===== src/design/overlay_window_pkg.sv =====
// Constants, field layout and decode functions for the overlay window block
package overlay_window_pkg;

  // ----------------------------------------------------------------
  // Register offsets and bus widths
  // ----------------------------------------------------------------
  localparam int          ADDR_WIDTH         = 8;
  localparam int          DATA_WIDTH         = 32;
  localparam int          LANES              = 4;
  localparam logic [7:0]  IMAGE_BASE_OFFSET  = 8'h50;
  localparam logic [7:0]  LINE_STRIDE_OFFSET = 8'h54;
  localparam logic [7:0]  X_BOUNDS_OFFSET    = 8'h58;
  localparam logic [7:0]  Y_BOUNDS_OFFSET    = 8'h5c;

  // ----------------------------------------------------------------
  // Field layout and reset values
  // ----------------------------------------------------------------
  localparam int          BASE_WIDTH   = 17;
  localparam int          STRIDE_WIDTH = 10;
  localparam int          POS_WIDTH    = 10;
  localparam int          START_LSB    = 0;
  localparam int          END_LSB      = 16;
  localparam logic [31:0] BASE_MASK    = 32'h0001ffff;
  localparam logic [31:0] STRIDE_MASK  = 32'h000003ff;
  localparam logic [31:0] POS_MASK     = 32'h03ff03ff;
  localparam logic [31:0] REG_RESET    = 32'h00000000;

  // Byte lane whose write arms the update, per endian strap
  localparam int          LE_TRIGGER_LANE = 3;
  localparam int          BE_TRIGGER_LANE = 0;

  // ----------------------------------------------------------------
  // Colour depth and rotation codes
  // ----------------------------------------------------------------
  localparam logic [2:0]  BPP_1  = 3'h0;
  localparam logic [2:0]  BPP_2  = 3'h1;
  localparam logic [2:0]  BPP_4  = 3'h2;
  localparam logic [2:0]  BPP_8  = 3'h3;
  localparam logic [2:0]  BPP_16 = 3'h4;
  localparam logic [1:0]  ROT_0   = 2'h0;
  localparam logic [1:0]  ROT_90  = 2'h1;
  localparam logic [1:0]  ROT_180 = 2'h2;
  localparam logic [1:0]  ROT_270 = 2'h3;
  localparam logic [5:0]  LINE_UNIT = 6'h01;

  // Pixels covered by one position step when the axis is pixel-stepped
  function automatic logic [5:0] unit_pixels(input logic [2:0] bpp);
    unique case (bpp)
      BPP_1:   unit_pixels = 6'h20;
      BPP_2:   unit_pixels = 6'h10;
      BPP_4:   unit_pixels = 6'h08;
      BPP_8:   unit_pixels = 6'h04;
      default: unit_pixels = 6'h02;
    endcase
  endfunction

  // Usable position bits; the 1024 pixel limit leaves upper bits idle
  function automatic logic [9:0] unit_mask(input logic       pixel_axis,
                                           input logic [2:0] bpp);
    if (!pixel_axis) begin
      unit_mask = 10'h3ff;
    end else begin
      unique case (bpp)
        BPP_1:   unit_mask = 10'h01f;
        BPP_2:   unit_mask = 10'h03f;
        BPP_4:   unit_mask = 10'h07f;
        BPP_8:   unit_mask = 10'h0ff;
        default: unit_mask = 10'h1ff;
      endcase
    end
  endfunction

  // Byte-enable merge of a register write
  function automatic logic [31:0] byte_merge(input logic [31:0] old,
                                             input logic [31:0] wdata,
                                             input logic [3:0]  be);
    byte_merge = old;
    for (int i = 0; i < 4; i++) begin
      if (be[i]) begin
        byte_merge[i*8 +: 8] = wdata[i*8 +: 8];
      end
    end
  endfunction

endpackage


===== src/design/overlay_shadow.sv =====
// Staged-to-active transfer of the overlay bounds during vertical blanking
`timescale 1ns/1ps
`default_nettype none
module overlay_shadow (
  input  wire logic        clk_i,
  input  wire logic        reset_n_i,
  input  wire logic        arm_i,
  input  wire logic        vert_non_display_i,
  input  wire logic [31:0] x_staged_i,
  input  wire logic [31:0] y_staged_i,
  output logic             pending_o,
  output logic [31:0]      x_active_o,
  output logic [31:0]      y_active_o
);
  import overlay_window_pkg::*;

  logic pending;
  logic next_pending;
  logic apply;

  // ----------------------------------------------------------------
  // Pending flag; a new arm beats the clear so it is never lost
  // ----------------------------------------------------------------
  assign apply        = pending & vert_non_display_i;
  assign next_pending = arm_i | (pending & ~apply);

  always_ff @(posedge clk_i) begin
    if (!reset_n_i) begin
      pending    <= 1'b0;
      x_active_o <= REG_RESET;
      y_active_o <= REG_RESET;
    end else begin
      pending <= next_pending;
      if (apply) begin
        x_active_o <= x_staged_i;
        y_active_o <= y_staged_i;
      end
    end
  end

  assign pending_o = pending;

endmodule
`default_nettype wire


===== src/design/overlay_fetch_addr.sv =====
// Overlay line address generator for the display fetch
`timescale 1ns/1ps
`default_nettype none
module overlay_fetch_addr (
  input  wire logic                                     clk_i,
  input  wire logic                                     reset_n_i,
  input  wire logic                                     frame_start_i,
  input  wire logic                                     line_step_i,
  input  wire logic [overlay_window_pkg::BASE_WIDTH-1:0]   base_i,
  input  wire logic [overlay_window_pkg::STRIDE_WIDTH-1:0] stride_i,
  output logic [overlay_window_pkg::BASE_WIDTH-1:0]        line_addr_o
);
  import overlay_window_pkg::*;

  logic [BASE_WIDTH-1:0] stepped;

  // Wraps inside the double-word space; software keeps the image in range
  assign stepped = line_addr_o + {{(BASE_WIDTH-STRIDE_WIDTH){1'b0}}, stride_i};

  always_ff @(posedge clk_i) begin
    if (!reset_n_i) begin
      line_addr_o <= '0;
    end else if (frame_start_i) begin
      line_addr_o <= base_i;
    end else if (line_step_i) begin
      line_addr_o <= stepped;
    end
  end

endmodule
`default_nettype wire


===== src/design/overlay_window_registers.sv =====
// Overlay window register set, update shadowing and fetch placement
`timescale 1ns/1ps
`default_nettype none
module overlay_window_registers (
  input  wire logic                                      clk_i,
  input  wire logic                                      reset_n_i,
  input  wire logic [overlay_window_pkg::ADDR_WIDTH-1:0] reg_addr_i,
  input  wire logic [overlay_window_pkg::DATA_WIDTH-1:0] reg_wdata_i,
  input  wire logic [overlay_window_pkg::LANES-1:0]      reg_be_i,
  input  wire logic                                      reg_wr_i,
  input  wire logic                                      reg_rd_i,
  output logic [overlay_window_pkg::DATA_WIDTH-1:0]      reg_rdata_o,
  input  wire logic                                      endian_strap_i,
  input  wire logic                                      overlay_enable_i,
  input  wire logic [2:0]                                bpp_code_i,
  input  wire logic [1:0]                                rotation_i,
  input  wire logic                                      vert_non_display_i,
  input  wire logic                                      line_done_i,
  input  wire logic [overlay_window_pkg::POS_WIDTH-1:0]  scan_line_i,
  input  wire logic [overlay_window_pkg::POS_WIDTH-1:0]  scan_col_i,
  output logic [overlay_window_pkg::BASE_WIDTH-1:0]      fetch_addr_o,
  output logic                                           overlay_hit_o,
  output logic [5:0]                                     x_unit_pixels_o,
  output logic [5:0]                                     y_unit_pixels_o,
  output logic [overlay_window_pkg::POS_WIDTH-1:0]       x_start_o,
  output logic [overlay_window_pkg::POS_WIDTH-1:0]       x_end_o,
  output logic [overlay_window_pkg::POS_WIDTH-1:0]       y_start_o,
  output logic [overlay_window_pkg::POS_WIDTH-1:0]       y_end_o,
  output logic                                           update_pending_o,
  output logic                                           endian_big_o
);
  import overlay_window_pkg::*;

  // ----------------------------------------------------------------
  // Endian strap capture
  // ----------------------------------------------------------------
  logic strap_s1;
  logic strap_s2;
  logic strap_s3;
  logic strap_taken;
  logic endian_big;
  logic [1:0] strap_fill;
  wire        strap_full = &strap_fill;

  // Caught once after reset; a later strap change is deliberately ignored
  always_ff @(posedge clk_i) begin
    if (!reset_n_i) begin
      strap_s1    <= 1'b0;
      strap_s2    <= 1'b0;
      strap_s3    <= 1'b0;
      strap_taken <= 1'b0;
      endian_big  <= 1'b0;
      strap_fill  <= 2'h0;
    end else begin
      strap_s1 <= endian_strap_i;
      strap_s2 <= strap_s1;
      strap_s3 <= strap_s2;
      // Stages hold reset zeros until the pin has reached the last one
      if (!strap_full) begin
        strap_fill <= strap_fill + 2'h1;
      end
      if (!strap_taken && strap_full && (strap_s2 == strap_s3)) begin
        strap_taken <= 1'b1;
        endian_big  <= strap_s3;
      end
    end
  end

  // ----------------------------------------------------------------
  // Register decode and staged storage
  // ----------------------------------------------------------------
  logic [31:0] image_base_word;
  logic [31:0] line_stride_word;
  logic [31:0] x_stage;
  logic [31:0] y_stage;
  wire         base_hit   = (reg_addr_i == IMAGE_BASE_OFFSET);
  wire         stride_hit = (reg_addr_i == LINE_STRIDE_OFFSET);
  wire         x_hit      = (reg_addr_i == X_BOUNDS_OFFSET);
  wire         y_hit      = (reg_addr_i == Y_BOUNDS_OFFSET);
  wire         x_write    = reg_wr_i & x_hit;
  wire         y_write    = reg_wr_i & y_hit;
  wire         trigger_lane;
  wire         arm_write;

  assign trigger_lane = endian_big ? reg_be_i[BE_TRIGGER_LANE]
                                   : reg_be_i[LE_TRIGGER_LANE];
  assign arm_write    = y_write & trigger_lane;

  // Reserved bits are masked so they always read back as zero
  always_ff @(posedge clk_i) begin
    if (!reset_n_i) begin
      image_base_word  <= REG_RESET;
      line_stride_word <= REG_RESET;
      x_stage          <= REG_RESET;
      y_stage          <= REG_RESET;
    end else begin
      if (reg_wr_i && base_hit) begin
        image_base_word <= byte_merge(image_base_word, reg_wdata_i,
                                      reg_be_i) & BASE_MASK;
      end
      if (reg_wr_i && stride_hit) begin
        line_stride_word <= byte_merge(line_stride_word, reg_wdata_i,
                                       reg_be_i) & STRIDE_MASK;
      end
      if (x_write) begin
        x_stage <= byte_merge(x_stage, reg_wdata_i, reg_be_i) & POS_MASK;
      end
      if (y_write) begin
        y_stage <= byte_merge(y_stage, reg_wdata_i, reg_be_i) & POS_MASK;
      end
    end
  end

  // ----------------------------------------------------------------
  // Read path
  // ----------------------------------------------------------------
  wire [31:0] read_mux = base_hit   ? image_base_word  :
                         stride_hit ? line_stride_word :
                         x_hit      ? x_stage          :
                         y_hit      ? y_stage          : 32'h00000000;

  always_ff @(posedge clk_i) begin
    if (!reset_n_i) begin
      reg_rdata_o <= REG_RESET;
    end else begin
      reg_rdata_o <= reg_rd_i ? read_mux : REG_RESET;
    end
  end

  // ----------------------------------------------------------------
  // Shadowed bounds
  // ----------------------------------------------------------------
  logic [31:0] x_active;
  logic [31:0] y_active;
  logic        update_pending;

  overlay_shadow u_shadow (
    .clk_i              (clk_i),
    .reset_n_i          (reset_n_i),
    .arm_i              (arm_write),
    .vert_non_display_i (vert_non_display_i),
    .x_staged_i         (x_stage),
    .y_staged_i         (y_stage),
    .pending_o          (update_pending),
    .x_active_o         (x_active),
    .y_active_o         (y_active)
  );

  // ----------------------------------------------------------------
  // Axis mapping, step sizes and usable bits
  // ----------------------------------------------------------------
  wire       rotated = (rotation_i == ROT_90) | (rotation_i == ROT_270);
  wire [5:0] group   = unit_pixels(bpp_code_i);
  wire [9:0] x_mask  = unit_mask(~rotated, bpp_code_i);
  wire [9:0] y_mask  = unit_mask(rotated, bpp_code_i);
  wire [5:0] next_x_unit = rotated ? LINE_UNIT : group;
  wire [5:0] next_y_unit = rotated ? group : LINE_UNIT;
  wire [9:0] x_start_f = x_active[START_LSB +: POS_WIDTH] & x_mask;
  wire [9:0] x_end_f   = x_active[END_LSB +: POS_WIDTH] & x_mask;
  wire [9:0] y_start_f = y_active[START_LSB +: POS_WIDTH] & y_mask;
  wire [9:0] y_end_f   = y_active[END_LSB +: POS_WIDTH] & y_mask;

  // Rotation swaps which field pair walks lines and which walks columns
  wire [9:0] line_lo = rotated ? x_start_f : y_start_f;
  wire [9:0] line_hi = rotated ? x_end_f   : y_end_f;
  wire [9:0] col_lo  = rotated ? y_start_f : x_start_f;
  wire [9:0] col_hi  = rotated ? y_end_f   : x_end_f;
  wire       in_lines = (scan_line_i >= line_lo) & (scan_line_i <= line_hi);
  wire       in_cols  = (scan_col_i >= col_lo) & (scan_col_i <= col_hi);

  // ----------------------------------------------------------------
  // Fetch placement
  // ----------------------------------------------------------------
  logic vnd_q;
  wire  frame_start = vnd_q & ~vert_non_display_i;
  wire  line_step   = overlay_enable_i & line_done_i & in_lines;
  wire  next_hit    = overlay_enable_i & in_lines & in_cols;

  overlay_fetch_addr u_fetch (
    .clk_i         (clk_i),
    .reset_n_i     (reset_n_i),
    .frame_start_i (frame_start),
    .line_step_i   (line_step),
    .base_i        (image_base_word[BASE_WIDTH-1:0]),
    .stride_i      (line_stride_word[STRIDE_WIDTH-1:0]),
    .line_addr_o   (fetch_addr_o)
  );

  always_ff @(posedge clk_i) begin
    if (!reset_n_i) begin
      vnd_q            <= 1'b0;
      overlay_hit_o    <= 1'b0;
      x_unit_pixels_o  <= LINE_UNIT;
      y_unit_pixels_o  <= LINE_UNIT;
      x_start_o        <= '0;
      x_end_o          <= '0;
      y_start_o        <= '0;
      y_end_o          <= '0;
      update_pending_o <= 1'b0;
      endian_big_o     <= 1'b0;
    end else begin
      vnd_q            <= vert_non_display_i;
      overlay_hit_o    <= next_hit;
      x_unit_pixels_o  <= next_x_unit;
      y_unit_pixels_o  <= next_y_unit;
      x_start_o        <= x_start_f;
      x_end_o          <= x_end_f;
      y_start_o        <= y_start_f;
      y_end_o          <= y_end_f;
      update_pending_o <= update_pending;
      endian_big_o     <= endian_big;
    end
  end

  // ----------------------------------------------------------------
  // Checks
  // ----------------------------------------------------------------
  a_arm_sets_pending:
    assert property (@(posedge clk_i) disable iff (!reset_n_i)
      arm_write |=> update_pending ##1 update_pending_o)
    else $error("Armed Y write did not raise pending");

  a_x_write_inert:
    assert property (@(posedge clk_i) disable iff (!reset_n_i)
      (x_write && !update_pending && !arm_write) |=> !update_pending)
    else $error("X write alone armed the update");

  a_hold_in_display:
    assert property (@(posedge clk_i) disable iff (!reset_n_i)
      !vert_non_display_i |=> ($stable(x_active) && $stable(y_active)))
    else $error("Bounds changed outside vertical blanking");

  a_little_lane_arm:
    assert property (@(posedge clk_i) disable iff (!reset_n_i)
      (y_write && !endian_big && reg_be_i[3]) |=> update_pending)
    else $error("Little endian top byte write did not arm");

  a_big_lane_arm:
    assert property (@(posedge clk_i) disable iff (!reset_n_i)
      (y_write && endian_big && reg_be_i[0] && !reg_be_i[3]) |=>
      update_pending)
    else $error("Big endian low byte write did not arm");

  a_x_end_field:
    assert property (@(posedge clk_i) disable iff (!reset_n_i)
      (update_pending && vert_non_display_i) |=>
      x_active[25:16] == $past(x_stage[25:16]))
    else $error("X end field not applied from bits 25-16");

  a_x_start_field:
    assert property (@(posedge clk_i) disable iff (!reset_n_i)
      (update_pending && vert_non_display_i) |=>
      x_active[9:0] == $past(x_stage[9:0]))
    else $error("X start field not applied from bits 9-0");

  a_group_unit:
    assert property (@(posedge clk_i) disable iff (!reset_n_i)
      (!rotated && bpp_code_i == BPP_1) |=> x_unit_pixels_o == 6'h20)
    else $error("Unrotated 1 bpp X step is not 32 pixels");

  a_line_unit:
    assert property (@(posedge clk_i) disable iff (!reset_n_i)
      rotated |=> (x_unit_pixels_o == 6'h01))
    else $error("Rotated X step is not one line");

  a_y_group_unit:
    assert property (@(posedge clk_i) disable iff (!reset_n_i)
      (rotated && bpp_code_i == BPP_16) |=> y_unit_pixels_o == 6'h02)
    else $error("Rotated 16 bpp Y step is not 2 pixels");

  a_hit_needs_enable:
    assert property (@(posedge clk_i) disable iff (!reset_n_i)
      !overlay_enable_i |=> !overlay_hit_o)
    else $error("Overlay hit without enable");

  a_base_at_frame:
    assert property (@(posedge clk_i) disable iff (!reset_n_i)
      frame_start |=> fetch_addr_o == $past(image_base_word[16:0]))
    else $error("Fetch did not restart at the start address");

  a_stride_step:
    assert property (@(posedge clk_i) disable iff (!reset_n_i)
      (line_step && !frame_start) |=>
      fetch_addr_o == 17'($past(fetch_addr_o) +
                          {7'h00, $past(line_stride_word[9:0])}))
    else $error("Line advance is not one stride");

  a_idle_address:
    assert property (@(posedge clk_i) disable iff (!reset_n_i)
      (!line_step && !frame_start) |=> $stable(fetch_addr_o))
    else $error("Fetch address moved without a line step");

endmodule
`default_nettype wire


===== config.mk =====
export PLATFORM = sky130hd
export DESIGN_NAME = overlay_window_registers
export DESIGN_NICKNAME = d
export VERILOG_FILES = /design/src/design/overlay_window_pkg.sv /design/src/design/overlay_shadow.sv /design/src/design/overlay_fetch_addr.sv /design/src/design/overlay_window_registers.sv
export SDC_FILE = /design/constraint.sdc
export NUM_CORES = 1
export LEC_CHECK = 0
export BUFFER_PORTS_ARGS = -buffer_cell sky130_fd_sc_hd__buf_2
export CAP_MARGIN = 20
export CELL_PAD_IN_SITES_DETAIL_PLACEMENT = 1
export CELL_PAD_IN_SITES_GLOBAL_PLACEMENT = 2
export CORE_UTILIZATION = 36
export DETAILED_ROUTE_END_ITERATION = 10
export GPL_ROUTABILITY_DRIVEN = 0
export PLACE_DENSITY_LB_ADDON = 0.2
export SLEW_MARGIN = 25
export SYNTH_ARGS = -nofsm -noshare
export SYNTH_HDL_FRONTEND = slang
export SYNTH_SLANG_ARGS = --single-unit

===== constraint.sdc =====
create_clock -name clk_i -period 6.55 [get_ports clk_i]
set_clock_uncertainty 0.2 [all_clocks]
set_input_delay 0.655 -clock clk_i [delete_from_list [all_inputs] [get_ports clk_i]]
set_output_delay 0.655 -clock clk_i [all_outputs]
set_load 0.02 [all_outputs]

==> reports/results.ini, run 1 <==
[sta]
finalHoldViolCount = 0
finalSetupViolations = 0
relSlewSlack_pct = 32.4
tightest_slew_ns = 1.01
finalMaxSlewViolations = 0
fmax_mhz = 256
tns_ns = 0
min_period_ns = 3.91
finalCritPeriodShare_pct = 59.7
grt_setup_unrepaired = no

[floorplan]
die_w_um = 163
coreArea_um2 = 25300
start_util_pct = 37.0
io_pins = 181
fp.dieH_um = 163
row_count = 58
fp.dieArea_um2 = 26700

[finish]
nFillCells = 2977
drive_gt1_share_pct = 22.4
final_cells = 1497
nets = 1281
syn2layout_area_growth_pct = 20.4

[global_routing]
grt_overflow = 0
grt_use_total_pct = 21.1
grt_pass1_vias = 7610
grt_pass1_wl_um = 43500
grt_antenna_before_repair = 0
grt_max_degree = 66

[synth]
synth_seq_cells = 214
syn_inst = 997
synth_edf_count = 0
yosysWarnings = 0
synth_ff_type = dfxtp_1
yosysSeqAreaShare_pct = 45.7
syn_avg_cell_area_um2 = 9.40
synthArstFlopShare_pct = 0
netlist_area_um2 = 9370
yosysUniqueCellTypes = 54

[routing]
dr.pass1.iters = 4
wl_per_cell_um = 18.6
viasPerCell = 5.05
detail-route-antenna-nets = 0
wl_um = 27800
vias = 7567
drc = 0
drtIter0Drc = 344

[setup_path]
crit_path_top_delay_cell = buf_2
slowest_delay_ns = 0.71
start_kind = primary input
critPathKind = in2reg
crit_arrival_ns = 4.17
crit_chain = buf_2 > buf_4 > mux2_2 > ha_1 > nand2b_1 > a21o_1 > a21oi_1 > a21oi_1 > nand2_2 > or4_1 > nand3_1
end_kind = flip-flop
crit_top_cell = a21oi_1
r2r_slack_ns = 3.45
required_ns = 6.81
crit_fanout = 41

[power]
p_seq_share_pct = 46.8
power_mw = 2.81
p_per_area_nw_per_um2 = 249
p_leak_nw = 5.02
swShare_pct = 22.8
p_int_mw = 2.17
ir_worst_vdd_uv = 154
clkPwrFrac_pct = 47.5
pwr-share-comb_pct = 5.7
switchingPower_mw = 0.643

[place]
place_inst = 1454
numPortBuffers = 167
dp_hpwl_um = 20400

[clock_tree]
clk_pin_slew_ns = 0.06
cts-buffers-inserted = 26
tritoncts = built
clk_latency_ns = 0.53
post_cts_buffers = 0
hold_buffers = 0
cts_sinks = 214
htree_levels = 1
cts.repair.resized = 0
cts-root-buf = clkbuf_16
clock_path_buffers = 3

[run_status]
status = completed

[min_path]
min-delay-path-class = in2reg

[job]
maxCapViolations = 0

-- per-stage QoR --
stage / setup slack, ns / utilization (%) / hold slack [ns] / cell area, um^2
3_5_place_dp: 2.10 / 41.4 / 0.227 / 10500
2_1_floorplan: 2.67 / - / 0.212 / 9390
4_1_cts: 2.63 / 44.5 / 0.108 / 11300
3_3_place_gp: 2.20 / 41.4 / 0.222 / 10500
5_1_grt: 2.42 / 44.5 / 0.142 / 11300
6_report: 2.64 / 44.5 / 0.132 / 11300
-- cell usage after synthesis, types with 5 or more instances --
cell | instances | share of area, %
nor2_1 | 79 | 3.2
and3_1 | 14 | 0.93
o211ai_1 | 5 | 0.40
buf_4 | 7 | 0.56
or2_2 | 11 | 0.73
mux4_2 | 10 | 2.4
mux2i_1 | 86 | 9.2
nand3_1 | 32 | 1.7
a22oi_1 | 10 | 0.80
inv_1 | 13 | 0.52
xnor2_1 | 11 | 1.0
dfxtp_1 | 214 | 46
ha_1 | 51 | 6.8
o21ai_0 | 22 | 1.2
nor2b_1 | 17 | 1.1
mux2_2 | 16 | 1.9
nor3_1 | 10 | 0.53
a21oi_1 | 80 | 4.3
o21a_1 | 8 | 0.64
and2_1 | 40 | 2.7
buf_1 | 5 | 0.20
nand2b_1 | 6 | 0.40
nand4_1 | 8 | 0.53
nand2_1 | 141 | 5.6
clkbuf_1 | 42 | 1.7
-- state kept, by name (all words and copies together), names as in the netlist, 2 cells and up --
register,flops
reg_rdata_o,26
u_shadow.x_active_o,20
u_shadow.y_active_o,20
strap_fill,2
x_start_o,10
u_fetch.line_addr_o,17
y_stage,20
line_stride_word,10
x_stage,20
x_end_o,10
x_unit_pixels_o,6
y_unit_pixels_o,6
image_base_word,17
y_end_o,10
y_start_o,10
-- power groups by stage --
stage	sequential [mW]	clock (mW)	combinational, mW
3_3_place_gp	1.34	0	0.158
6_report	1.32	1.34	0.159
3_5_place_dp	1.34	0	0.161
2_1_floorplan	1.35	0	0.0939
4_1_cts	1.32	1.38	0.162
5_1_grt	1.32	1.43	0.178
-- critical path, delay by kind of cell --
kind / cells / cell delay (ns)
fa+ha+maj: 1 / 0.26
mux: 1 / 0.35
simple gates: 4 / 1.18
buf+inv: 2 / 1.06
compound gates: 3 / 0.62
-- kinds of logic (layout without fill, tap and decap cells) --
family,after synthesis,in the layout,synth area share (%)
buffers and inverters,71,234,3.17
adders and majority gates,52,52,7.03
AOI/OAI and AO/OA,156,156,10.1
and+or+nand+nor,378,378,19.2
muxes,112,112,13.5
other,2,9,0.0802
DFF,214,214,45.7
xor gates and xnor gates,12,12,1.12
-- layout make-up --
cell class | instances | area [um^2] | area share [%]
antenna | 1 | 2.50 | 0.0222
clock buffer | 39 | 771 | 6.83
clock inverter | 3 | 17.5 | 0.155
inverter | 14 | 53.8 | 0.477
multi-input combinational | 718 | 4820 | 42.7
sequential | 214 | 4280 | 38.0
tap | 330 | 413 | 3.66
timing repair buffer | 178 | 918 | 8.14
-- final timing paths --
path                                         startpoint                       to  cells after the start
worst max register to register  u_shadow.x_active_o[19]   u_fetch.line_addr_o[6]                      9
worst min-delay path                     endian_strap_i                 strap_s1                      2
worst max-delay path                      rotation_i[0]  u_fetch.line_addr_o[12]                     11
worst min register to register                 strap_s1                 strap_s2                      1
-- layout by cell type (no fill, tap or decap), types with 4 or more instances in the layout --
| cell | instances |
|---|---|
| nand3_1 | 32 |
| clkbuf_16 | 27 |
| inv_1 | 13 |
| clkbuf_1 | 7 |
| o211ai_1 | 5 |
| clkbuf_8 | 5 |
| a211oi_1 | 4 |
| nor2_1 | 79 |
| o211a_1 | 4 |
| mux2i_1 | 86 |
| and2_1 | 40 |
| nor3_1 | 10 |
| nand3_2 | 4 |
| a22oi_1 | 10 |
| o21a_1 | 8 |
| buf_4 | 11 |
| ha_1 | 51 |
| nand2b_1 | 6 |
| xnor2_1 | 11 |
| nor2b_1 | 17 |
| a21oi_1 | 80 |
| nand2_1 | 141 |
| mux2_2 | 16 |
| nand4_1 | 8 |
| conb_1 | 8 |
| and3_1 | 14 |
| a21o_1 | 4 |
| o21ai_0 | 22 |
| buf_2 | 167 |
| or2_2 | 11 |
| dfxtp_1 | 214 |
| mux4_2 | 10 |
-- metal layers --
metal / track usage [%] / vias up / wire, um
met5: 0 / - / 0
met2: 33.8 / 155 / 12400
li1: - / 3760 / -
met3: 2.92 / 34 / 1360
met1: 29.9 / 3618 / 13600
met4: 4.33 / 0 / 394
Power figures use the tool's default switching activity.
==> run 2, diff against run 1 <==
Settings changed: ABC_AREA set to 1, CORE_UTILIZATION 36 to 31.
Clock period 6.55 ns to 3.7 ns, I/O delays scaled along.
==> reports/results.ini, run 2 <==
[run_status]
status = finished with violations
violations = DRC

[finish]
stdcell_area_um2 = 12100  ; +7.3%
syn2layout_area_growth_pct = 24.2
layout_common_cells = nand2_1 (251), dfxtp_1 (214), o21ai_0 (167)
regMostFlops = reg_rdata_o
layout_commonest_cell = nand2_1
drive_gt1_share_pct = 16.4  ; -6.0 points
antenna_cells = 0  ; -1
nets = 1643  ; +28%
largest_reg_flops = 26  ; unchanged

[synth]
synth_area_leader_cell = dfxtp_1
syn_inst = 1325  ; +33%
yosysWarnings = 0  ; unchanged
synth_ff_type = dfxtp_1
yosysSeqAreaShare_pct = 44.0  ; -1.8 points
netlist_area_um2 = 9740  ; +4.0%
synth_common_cells = nand2_1 (251), dfxtp_1 (214), o21ai_0 (167), inv_1 (164), a21oi_1 (141)
synth_area_leaders = dfxtp_1 (44%), nand2_1 (9.7%), o21ai_0 (8.6%)
synth_seq_cells = 214  ; unchanged
synth_top_area_share_pct = 44.0  ; -1.8 points
synth_edf_count = 0  ; unchanged
syn_avg_cell_area_um2 = 7.35  ; -22%
synthArstFlopShare_pct = 0  ; unchanged
yosysUniqueCellTypes = 44  ; -19%
synth.most_common_cell = nand2_1

[clock_tree]
cts.repair.resized = 0  ; unchanged
htree_levels = 1  ; unchanged
hold_buffers = 35  ; +35
clock_path_buffers = 3  ; unchanged
clk_latency_ns = 0.54  ; about the same
clk_pin_slew_ns = 0.06  ; about the same
cts_sinks = 214  ; unchanged
tritoncts = built
cts-buffers-inserted = 26  ; unchanged
cts-root-buf = clkbuf_16
post_cts_buffers = 0  ; unchanged

[routing]
wl_met2_um = 14000  ; +13%
wl_um = 31900  ; +15%
vias = 9150  ; +21%
wl_met3_um = 1400  ; +2.9%
viasPerCell = 4.75  ; -6.1%
drc = 28  ; +28
detail-route-antenna-nets = 0  ; unchanged
met1_length_um = 16100  ; +18%
wl_per_cell_um = 16.6  ; -11%
top_layer = met4
dr.pass1.iters = 8  ; +4
drtIter0Drc = 424  ; +23%

[global_routing]
grt_use_total_pct = 20.1  ; -0.98 points
grt_max_degree = 67  ; +1.5%
grt_antenna_before_repair = 1  ; +1
grt_pass1_wl_um = 49800  ; +15%
grt_overflow = 0  ; unchanged
grt_pass1_vias = 9016  ; +18%

[floorplan]
coreArea_um2 = 30700  ; +21%
start_util_pct = 31.7  ; -5.3 points
io_pins = 181  ; unchanged
fp.dieH_um = 179  ; +9.8%
fp.dieArea_um2 = 32100  ; +21%
die_w_um = 179  ; +9.8%
row_count = 64  ; +10%

[setup_path]
required_ns = 3.93  ; -2.88 ns
crit_arrival_ns = 2.84  ; -1.33 ns
start_kind = flip-flop
r2r_slack_ns = 1.09  ; -2.36 ns
crit_fanout = 18  ; -56%
critPathKind = reg2reg
end_kind = flip-flop

[place]
numPortBuffers = 167  ; unchanged
post-place-ws_ns = 0.559  ; -1.55 ns
dp_hpwl_um = 24000  ; +18%
place_area_um2 = 10900  ; +3.9%

[job]
maxCapViolations = 0  ; unchanged

[sta]
min_period_ns = 2.61
tns_ns = 0  ; unchanged
fmax_mhz = 383
relSlewSlack_pct = 57.3  ; +25 points
grt_setup_unrepaired = no
tightest_slew_ns = 0.639  ; -0.371 ns
finalHoldViolCount = 0  ; unchanged
setup_ws_ns = 1.09  ; -1.55 ns
finalSetupViolations = 0  ; unchanged
finalCritPeriodShare_pct = 70.6
finalMaxSlewViolations = 0  ; unchanged

[min_path]
min-delay-path-class = in2reg

[power]
p_leak_nw = 5.57  ; +11%
power_mw = 5.23  ; +86%
p_per_area_nw_per_um2 = 432  ; +73%
ir_worst_vdd_uv = 282  ; +83%

run 2: worst paths after layout:
check / from / to / cells after the start
setup reg to reg: u_shadow.y_active_o[8] / u_fetch.line_addr_o[1] / 13
hold / removal: bpp_code_i[1] / y_unit_pixels_o[4] / 4
hold reg to reg: u_shadow.x_active_o[17] / x_end_o[1] / 2
setup / recovery: u_shadow.y_active_o[8] / u_fetch.line_addr_o[1] / 13
run 2: final cells by class:
class / count / area [um^2]
Timing Repair Buffer: 214 / 1280
Fill cell: 3874 / 18600
Multi-Input combinational cell: 885 / 4540
Clock inverter: 13 / 141
Tap cell: 396 / 495
Inverter: 173 / 659
Sequential cell: 214 / 4280
Clock buffer: 32 / 703
run 2: kinds of logic (layout without fill, tap and decap cells):
family	after synthesis	after routing	share of synthesized area, %
compound gates	336	336	17.7
other cells	2	8	0.0771
buf+inv	232	432	9.69
fa+ha+maj	52	52	6.75
simple gates	483	483	21.2
mux	5	5	0.514
flops	214	214	44.0
xor+xnor	1	1	0.0899
run 2: through the flow:
stage / utilization [%] / hold WS, ns / instances
3_5_place_dp: 35.5 / 0.212 / 1847
5_1_grt: 39.4 / 0.0324 / 1927
2_1_floorplan: - / 0.190 / 1331
3_3_place_gp: 35.5 / 0.198 / 1847
4_1_cts: 39.4 / 0.000483 / 1927
6_report: 39.4 / 0.0195 / 1927
run 2: layer usage:
layer,GRT usage [%],vias to the layer above
li1,-,4667
met1,28.7,4271
met2,32.1,179
met3,2.78,33
met4,3.82,0
met5,0,-
run 2: where the power goes:
| part | internal, mW | total [mW] | leakage [nW] | switching (mW) |
|---|---|---|---|---|
| clock network | 1.49 | 2.53 | 0.409 | 1.04 |
| registers | 2.32 | 2.34 | 1.73 | 0.0112 |
| logic | 0.135 | 0.369 | 3.44 | 0.234 |
run 2: worst max-delay path, cell delays in order, from the launching register on:
cell      delay (ns)
dfxtp_1         0.42
nand2_1         0.10
nor2_1          0.12
a21oi_1         0.06
ha_1            0.28
nand2_1         0.08
nor2_1          0.16
nand3_1         0.11
nand4_1         0.14
nand3b_2        0.15
nand2_2         0.39
inv_1           0.14
nor2_1          0.12
nor2_1          0.05
